--- config.mk ---
export PLATFORM = sky130hd
export DESIGN_NAME = ptr_telemetry
export DESIGN_NICKNAME = d
export VERILOG_FILES = /design/src/hw/ptr_pkg.sv /design/src/hw/ptr_telemetry.sv
export SDC_FILE = /design/constraint.sdc
export NUM_CORES = 1
export LEC_CHECK = 0
export BUFFER_PORTS_ARGS = -buffer_cell sky130_fd_sc_hd__buf_2
export CAP_MARGIN = 20
export CORE_MARGIN = 2
export CORE_UTILIZATION = 54
export DETAILED_ROUTE_END_ITERATION = 10
export GPL_ROUTABILITY_DRIVEN = 0
export GPL_TIMING_DRIVEN = 0
export PLACE_DENSITY = 0.87
export SYNTH_ARGS = -nofsm -noshare
export SYNTH_HDL_FRONTEND = slang
export SYNTH_SLANG_ARGS = --single-unit
--- constraint.sdc ---
create_clock -name i_clk -period 2.5 [get_ports i_clk]
set_input_delay 0.375 -clock i_clk [delete_from_list [all_inputs] [get_ports i_clk]]
set_output_delay 0.375 -clock i_clk [all_outputs]
set_load 0.03 [all_outputs]
--- src/hw/ptr_pkg.sv ---
package ptr_pkg;
   // Command codes of the telemetry registers.
   localparam logic [7:0]  PTR_CMD_CH1_VOLT = 8'h32;
   localparam logic [7:0]  PTR_CMD_CH2_VOLT = 8'h36;
   localparam logic [7:0]  PTR_CMD_CH3_VOLT = 8'h3A;
   localparam logic [7:0]  PTR_CMD_CH4_AMP  = 8'h3C;
   // Field layout and reset value.
   localparam int          PTR_CODE_W       = 14;
   localparam int          PTR_CODE_MSB     = 13;
   localparam logic [13:0] PTR_CODE_RESET   = 14'h0000;
   localparam logic [7:0]  PTR_BYTE_IDLE    = 8'h00;
   // Refresh interval of the powered current result.
   localparam int          PTR_CLK_HZ       = 10_000_000;
   localparam int          PTR_REFRESH_MS   = 100;
   localparam int          PTR_REFRESH_CYC  = (PTR_CLK_HZ / 1000) * PTR_REFRESH_MS;
   localparam logic [0:0]  PTR_BYTE_LOW     = 1'b0;
   localparam logic [0:0]  PTR_BYTE_HIGH    = 1'b1;
endpackage

--- src/hw/ptr_telemetry.sv ---
`timescale 1ns/1ns
// How it works
// RULE1: Channel-four current readable at command 3Ch.
// RULE2: Low byte sent first, high byte second.
// RULE3: 14-bit result, top two bits zero, reset zero.
// RULE4: Powered current refreshed every 100 ms.
// RULE5: Host scales current by 89.5 uA/count.
// RULE6: Class current held until powered reading, disable.
// RULE7: Host scales class current by 8.95 uA.
// RULE8: Foldback turns channel off above doubled threshold.
// RULE9: Channel 1-3 voltages at 32h, 36h, 3Ah.
// RULE10: Host scales voltage by 3.662 mV/count.
// RULE11: Voltage of an off channel reads zero.
// RULE12: Writes to these registers are ignored.
module ptr_telemetry
   import ptr_pkg::*;
#(
   parameter int REFRESH_CYC = PTR_REFRESH_CYC
) (
   // Clock and reset.
   input  wire logic        i_clk,
   input  wire logic        i_reset,
   // Converter results and strobes from the measurement engine.
   input  wire logic [13:0] i_amp_code,
   input  wire logic        i_amp_done,
   input  wire logic [13:0] i_class_code,
   input  wire logic        i_class_done,
   input  wire logic [13:0] i_volt1_code,
   input  wire logic [13:0] i_volt2_code,
   input  wire logic [13:0] i_volt3_code,
   input  wire logic        i_volt_done,
   // Channel state.
   input  wire logic [3:0]  i_chan_on,
   input  wire logic        i_port4_disable,
   input  wire logic        i_over_doubled_limit,
   // Serial-side register access.
   input  wire logic [7:0]  i_cmd,
   input  wire logic        i_cmd_load,
   input  wire logic        i_byte_rd,
   input  wire logic        i_wr,
   // Outputs.
   output logic [7:0]       o_rd_byte,
   output logic             o_cmd_hit,
   output logic             o_amp_is_class,
   output logic             o_amp_sample,
   output logic             o_port4_off
);

   // Pads a 14-bit conversion result into the two-byte register image.
   function automatic logic [15:0] ptr_word(input logic [13:0] code);
      ptr_word = {2'b00, code}; // [RULE3]
   endfunction

   // Off channels one to three read zero no matter what the converter last held.
   function automatic logic [15:0] ptr_gate(input logic on, input logic [13:0] code);
      ptr_gate = on ? ptr_word(code) : 16'h0000; // [RULE11]
   endfunction

   // Channel-four current result and its class marker.
   logic [13:0] amp_q;
   logic [13:0] amp_d;
   logic        is_class_q;
   logic        is_class_d;
   // Voltage results of channels one to three.
   logic [13:0] v1_q;
   logic [13:0] v1_d;
   logic [13:0] v2_q;
   logic [13:0] v2_d;
   logic [13:0] v3_q;
   logic [13:0] v3_d;
   // Refresh timer, foldback latch and refresh pulse.
   logic [31:0] tick_q;
   logic [31:0] tick_d;
   logic        off_q;
   logic        off_d;
   logic        sample_q;
   logic        sample_d;
   // Serial-side selection and byte pointer.
   logic [7:0]  cmd_q;
   logic [7:0]  cmd_d;
   logic        hit_q;
   logic        hit_d;
   logic        byte_sel_q;
   logic        byte_sel_d;
   logic [7:0]  rd_byte_q;
   logic [7:0]  rd_byte_d;
   logic [15:0] sel_word;

   // The timer only runs while channel four is powered and not folded back.
   wire         tick_end   = (tick_q >= 32'(REFRESH_CYC - 1));
   wire         powered4   = i_chan_on[3] && !off_q;
   wire         amp_take   = tick_end && powered4 && i_amp_done; // [RULE4]
   // A write is dropped entirely; it neither selects nor alters a result.
   wire         cmd_take   = i_cmd_load && !i_wr; // [RULE12]
   wire         byte_take  = i_byte_rd && !cmd_take;
   wire         hit_ch4    = (i_cmd == PTR_CMD_CH4_AMP); // [RULE1]
   wire         hit_volt   = (i_cmd == PTR_CMD_CH1_VOLT) || (i_cmd == PTR_CMD_CH2_VOLT)
                             || (i_cmd == PTR_CMD_CH3_VOLT); // [RULE9]
   wire [15:0]  v1_word    = ptr_gate(i_chan_on[0], v1_q); // [RULE11]
   wire [15:0]  v2_word    = ptr_gate(i_chan_on[1], v2_q); // [RULE11]
   wire [15:0]  v3_word    = ptr_gate(i_chan_on[2], v3_q); // [RULE11]
   wire [15:0]  amp_word   = ptr_word(amp_q);
   always_comb begin
      case (cmd_q)
         PTR_CMD_CH1_VOLT: sel_word = v1_word;
         PTR_CMD_CH2_VOLT: sel_word = v2_word;
         PTR_CMD_CH3_VOLT: sel_word = v3_word;
         PTR_CMD_CH4_AMP:  sel_word = amp_word;
         default:          sel_word = 16'h0000;
      endcase
   end
   wire [7:0]   next_byte  = (byte_sel_q == PTR_BYTE_LOW) ? sel_word[7:0] : sel_word[15:8]; // [RULE2]

   // Class result wins over a same-cycle powered result; disable clears both.
   assign tick_d     = (!powered4 || amp_take) ? 32'd0 : tick_q + 32'd1; // [RULE4]
   assign amp_d      = i_port4_disable ? PTR_CODE_RESET :
                       i_class_done    ? i_class_code   : // [RULE6]
                       amp_take        ? i_amp_code     : // [RULE4]
                                         amp_q;
   assign is_class_d = i_port4_disable ? 1'b0 :
                       i_class_done    ? 1'b1 :           // [RULE6]
                       amp_take        ? 1'b0 :           // [RULE6]
                                         is_class_q;
   assign v1_d       = i_volt_done ? i_volt1_code : v1_q;
   assign v2_d       = i_volt_done ? i_volt2_code : v2_q;
   assign v3_d       = i_volt_done ? i_volt3_code : v3_q;
   // Foldback latches the channel off until it is disabled or switched off.
   assign off_d      = i_chan_on[3] && !i_port4_disable && (off_q || i_over_doubled_limit); // [RULE8]
   assign sample_d   = amp_take;
   assign cmd_d      = cmd_take ? i_cmd : cmd_q;
   assign hit_d      = cmd_take ? (hit_ch4 || hit_volt) : hit_q;
   // A new selection always restarts at the low byte.
   assign byte_sel_d = cmd_take ? PTR_BYTE_LOW : (byte_take ? ~byte_sel_q : byte_sel_q); // [RULE2]
   assign rd_byte_d  = byte_take ? next_byte : rd_byte_q;

   always_ff @(posedge i_clk) begin
      if (i_reset) begin
         amp_q      <= PTR_CODE_RESET; // [RULE3]
         is_class_q <= 1'b0;
      end else begin
         amp_q      <= amp_d;
         is_class_q <= is_class_d;
      end
   end

   always_ff @(posedge i_clk) begin
      if (i_reset) begin
         v1_q <= PTR_CODE_RESET; // [RULE3]
      end else begin
         v1_q <= v1_d;
      end
   end

   always_ff @(posedge i_clk) begin
      if (i_reset) begin
         v2_q <= PTR_CODE_RESET; // [RULE3]
      end else begin
         v2_q <= v2_d;
      end
   end

   always_ff @(posedge i_clk) begin
      if (i_reset) begin
         v3_q <= PTR_CODE_RESET; // [RULE3]
      end else begin
         v3_q <= v3_d;
      end
   end

   // The timer is 32 bits wide so the full refresh span fits with room to spare.
   always_ff @(posedge i_clk) begin
      if (i_reset) begin
         tick_q <= 32'd0;
      end else begin
         tick_q <= tick_d;
      end
   end

   always_ff @(posedge i_clk) begin
      if (i_reset) begin
         off_q <= 1'b0;
      end else begin
         off_q <= off_d;
      end
   end

   always_ff @(posedge i_clk) begin
      if (i_reset) begin
         sample_q <= 1'b0;
      end else begin
         sample_q <= sample_d;
      end
   end

   always_ff @(posedge i_clk) begin
      if (i_reset) begin
         cmd_q <= 8'h00;
         hit_q <= 1'b0;
      end else begin
         cmd_q <= cmd_d;
         hit_q <= hit_d;
      end
   end

   always_ff @(posedge i_clk) begin
      if (i_reset) begin
         byte_sel_q <= PTR_BYTE_LOW;
      end else begin
         byte_sel_q <= byte_sel_d;
      end
   end

   // The fetched byte stands until the next fetch, so the host may take it late.
   always_ff @(posedge i_clk) begin
      if (i_reset) begin
         rd_byte_q <= PTR_BYTE_IDLE;
      end else begin
         rd_byte_q <= rd_byte_d;
      end
   end

   assign o_rd_byte      = rd_byte_q;
   assign o_cmd_hit      = hit_q;
   assign o_amp_is_class = is_class_q; // [RULE7]
   assign o_amp_sample   = sample_q;
   assign o_port4_off    = off_q;
endmodule

Yosys cells after proc, flatten, opt, wreduce, memory -nomap -nowiden
Index checks and enable logic that the tools add are counted.
{ "op_classes": {"bitwise_logic": 1, "n_reduce_logical": 21, "order_cmp": 1, "eq_ne": 8, "muxes": 9, "n_addsub": 1} }
{ "op_table": {"columns": ["op", "count"], "rows": [
  ["two-way mux 14 bit", 5],
  ["== test 8 x 6 -> 1 bit (second input constant)", 8],
  ["case mux 14 bit (4 select lines)", 1],
  ["adder 32 x 1 -> 32 bit (second input constant)", 1],
  [">= comparator 32 x 20 -> 1 bit (second input constant)", 1],
  ["two-way mux 8 bit", 1],
  ["logical AND 1 bit", 7],
  ["OR reduction 2 bit", 3],
  ["logical NOT 1 bit", 5],
  ["logical OR 1 bit", 5],
  ["two-way mux 1 bit", 2],
  ["nonzero test 2 bit", 1],
  ["inverter 1 bit", 1]
]} }
{ "word_totals": {"out_inout_bits": 12, "wordCells": 53, "register_bits": 109} }

Longest topological paths before layout
{ "depth": {"ltp_word": 6, "ltp_mapped": 7} }

Least setup slack after synthesis
OpenSTA, ideal clock, no wires.
{ "synth_timing": {"path_type": "reg2reg", "from": "reg tick_q[0]", "to": "reg tick_q[6]", "arrival_ns": 1.727, "path_stages_with_launch": 8, "synth_period_minus_slack_ns": 1.792, "setup_ns": 0.064, "path_buffers": 1, "required_ns": 2.436, "setup_slack_ns": 0.708, "path_cell_list": "dfxtp_1 -> ha_1 -> nand2_1 -> o21ai_0 -> a211o_2 -> a211o_4 -> buf_6 -> nor2_1"} }
{ "synth_between": {"elab_chain_len": 5, "word_cells_on_any_way": 6} }
{ "synth_lines": {"columns": ["element", "line_no", "rtl"], "rows": [
  ["start, declared", "ptr_telemetry.sv:72", "logic [31:0] tick_q;"],
  ["start signal, assigned", "ptr_telemetry.sv:175", "tick_q <= tick_d;"],
  [">= comparator 32 x 20 -> 1 bit", "ptr_telemetry.sv:90", "wire tick_end = (tick_q >= 32'(REFRESH_CYC - 1));"],
  ["logical AND 1 bit (2 in a row)", "ptr_telemetry.sv:92", "wire amp_take = tick_end && powered4 && i_amp_done;"],
  ["logical OR 1 bit", "ptr_telemetry.sv:115", "assign tick_d = (!powered4 || amp_take) ? 32'd0 : tick_q + 32'd1;"],
  ["OR reduction 2 bit (no line)", null, null]
]} }
Parallel ways exist; a longest one is shown, timed or not.
A chain may end at the register's enable or synchronous reset.

Final worst setup path
{ "layout_timing": {"from": "reg cmd_q[4]", "to": "reg rd_byte_q[3], in the netlist o_rd_byte[3]"} }
{ "layout_between": {"elab_chain_len": 3, "word_cells_on_any_way": 6} }
{ "layout_lines": {"columns": ["element", "line_no", "rtl"], "rows": [
  ["start, declared", "ptr_telemetry.sv:79", "logic [7:0] cmd_q;"],
  ["start signal, assigned", "ptr_telemetry.sv:200", "cmd_q <= cmd_d;"],
  ["== test 8 x 6 -> 1 bit", "ptr_telemetry.sv:104", "case (cmd_q)"],
  ["case mux 14 bit (4 select lines) (*)", "ptr_telemetry.sv:104", null],
  ["two-way mux 8 bit (*)", "ptr_telemetry.sv:112", "wire [7:0] next_byte = (byte_sel_q == PTR_BYTE_LOW) ? sel_word[7:0] : sel_word[15:8];"],
  ["end signal, assigned", "ptr_telemetry.sv:218", "rd_byte_q <= rd_byte_d;"],
  ["end, declared", "ptr_telemetry.sv:85", "logic [7:0] rd_byte_q;"]
]} }
Mark *: on every way between the ends. The rest lies on a longest branch, timed or not.

==> impl_metrics.ini <==
[layout]
fin_nets = 737
finalInstanceArea_um2 = 5650
multiInputGateArea_um2 = 2400
area_growth_syn_to_layout_pct = 17.2
instances_no_fill = 757
final-seq-area_um2 = 2180
diodes = 0
post_route_cells_drive_above_1_share = 0.203
fill_cells = 700

[hold_path]
whs_path_depth = 3
min_path_type = in -> reg
hp-start = i_volt2_code[1]

[clock_network]
cts_num_sinks = 109
cts_tree = yes
h_tree_depth_reported_by_cts = 3
clock_path_buffers = 2
cts_post_setup_buffers_inserted = 0
postCtsResizedCells = 0
number_of_buffers_created_by_cts = 9
cts_root_buffer = clkbuf_8
post_cts_hold_buffer_count = 0
clk_pin_slew_ns = 0.11
worstSkewPairLatency_ns = 0.37

[floorplanning]
die_height_um = 98.5
num_rows = 34
core_area_um2 = 8680
initial_core_utilization = 0.555
die_area_um2 = 9700
design.portCount = 104
die_w_um = 98.5

[global_routing]
grt-ovfl-total = 0
first_global_vias = 4343
grt_pass1_wl_um = 20600
grt_max_degree = 20
grt.total_usage = 0.262
antenna_violations_before_repair = 0

[worst_setup_path]
cp_data_required_time_ns = 2.81
timing.setup.critical_path_class = reg -> reg
r2r_cells = 7
critPathLaunchType = flop
reg_to_reg_start = cmd_q[4]
timing.critical_path.to_type = flop
crit_fanout = 10
source_of_the_critical_timing_path = cmd_q[4]
timing.critical_path.arrival_ns = 2.53

[place]
buffers_on_ports = 100
dp_worst_setup_slack_ns = 0.317
dp.cells = 741
placedInstanceArea_um2 = 5460
dp_hpwl_um = 9630

[synth]
synth.yosys.seq_area_share = 0.453
number_of_enable_flip_flop_cells_after_synthesis = 0
synthCells = 533
synth_seq_cells = 109
async_flop_share = 0
ys.flop_type = dfxtp_1
synthesis.nets = 626
synthTopCellsByArea = dfxtp_1, mux2i_1, nor2_1
synth_top_cell_by_area = dfxtp_1
synth_largest_type_area_fraction = 0.453
postSynthAreaPerCell_um2 = 9.04
post_synth_num_cell_types = 45
netlist_area_um2 = 4820
synth-warning-count = 0

[power_and_ir_drop]
peakVddDrop_uv = 367
power_leakage_nw = 2.36
power_density_nw_per_um2 = 566

[drt]
vias = 4468
drt.antenna.violating_nets = 0
drt_drc_violations_left = 0
vias_per_cell = 5.90
routed_wl_um = 12800
detailedRoute.firstIterationViolations = 291
detail_route.first_pass.iterations = 5
post_drt_wl_per_cell_um = 16.8

[sta]
worst_slew_pin_slew_ns = 0.839
clock.fmax_mhz = 451
final-hold-violation-count = 0
final_worst_setup_slack_ns = 0.283
finalWorstPathRequiredPeriod_ns = 2.22
share_of_the_cycle_needed_by_the_critical_path_after_routing = 0.887
final_setup_violations = 0
fin_tns_setup_ns = 0
maxSlewHeadroom = 0.435
rsz_0062_raised_after_global_routing = false
clock_skew_ns = 0.0142
number_of_pins_with_negative_max_slew_slack_in_the_final_report = 0

[run]
cap_viol_max_count = 0

[status]
outcome = complete, no violations
## final cells by class
type                    count  share of cell area
multi-input cells         368               0.424
repair buffers            100              0.0886
well taps                 108              0.0239
clock inverters             6             0.00975
inverters                  19              0.0126
clock buffers              10              0.0244
plain buffers              37              0.0299
flip-flops and latches    109               0.386
## sequential cells by signal (all words and copies together) (netlist names)
name and cells:
tick_q 32, o_cmd_hit 1, v1_q 14, cmd_q 8
byte_sel_q 1, v3_q 14, o_rd_byte 8, o_port4_off 1
o_amp_is_class 1, v2_q 14, o_amp_sample 1, amp_q 14
## Yosys cell counts, types with 3 or more instances
cell,n
dfxtp_1,109
nor2_1,84
mux2i_1,42
nand2_1,38
a221oi_1,26
xor2_1,25
clkbuf_1,23
inv_1,19
a21oi_1,18
nand4_1,15
o21ai_0,15
a41oi_1,14
a22oi_1,13
nand3_1,11
xnor2_1,8
a22o_1,7
and3_1,7
buf_2,6
nor3_1,6
nor4_1,6
buf_1,5
and4_1,4
buf_6,3
## critical path, stage by stage, from the launching register on
cell	delay [ns]
dfxtp_1	0.39
nor4bb_1	0.37
and4b_1	0.24
clkbuf_1	0.22
clkbuf_1	0.41
a22oi_1	0.16
a21oi_1	0.21
a22o_1	0.17
## routing by layer
metal | vias to the layer above | GRT usage | part of all wire | routed length, µm
li1 | 2136 | - | - | -
met1 | 2114 | 0.344 | 0.43 | 5470
met2 | 200 | 0.425 | 0.47 | 6030
met3 | 18 | 0.0681 | 0.082 | 1050
met4 | 0 | 0.0854 | 0.016 | 199
met5 | - | 0 | 0 | 0
## path summary, 6_finish.rpt
kind / endpoint / slack [ns]
min: v2_q[1] / 0.23
max reg2reg: o_rd_byte[3] / 0.28
min reg2reg: tick_q[0] / 0.48
max: o_rd_byte[3] / 0.28
## logic make-up (layout without fill, tap and decap cells)
| logic type | count (synthesis) | count (layout) | share of synthesized area |
|---|---|---|---|
| simple gates | 190 | 190 | 0.191 |
| flops | 109 | 109 | 0.453 |
| compound gates | 102 | 102 | 0.157 |
| mux | 42 | 42 | 0.0872 |
| xor+xnor | 33 | 33 | 0.0600 |
| fa+ha+maj | 1 | 1 | 0.00260 |
| buf+inv | 56 | 172 | 0.0498 |
## stage by stage
stage	hold slack, ns	power [mW]	util
after floorplan	0.430	2.04	-
after global placement	0.444	2.17	0.629
after detailed placement	0.451	2.18	0.629
after CTS	0.222	3.20	0.651
after global routing	0.234	3.31	0.651
final	0.232	3.20	0.651
## layout by cell type (no fill, tap or decap), drive strengths merged, types with 8 or more instances in the layout
cell / n
a21oi: 18
a221oi: 26
a22oi: 13
a41oi: 14
buf: 114
clkbuf: 33
dfxtp: 109
inv: 21
mux2i: 42
nand2: 38
nand3: 11
nand4: 15
nor2: 84
nor4: 8
o21ai: 17
xnor2: 8
xor2: 25
## report_power, final
group / total [mW] / leakage (nW) / switching [mW] / internal [mW]
combinational: 0.317 / 1.37 / 0.177 / 0.140
clock: 1.05 / 0.0925 / 0.640 / 0.408
sequential: 1.83 / 0.890 / 0.0380 / 1.80
Note: power is estimated with default switching activity, not from simulation.
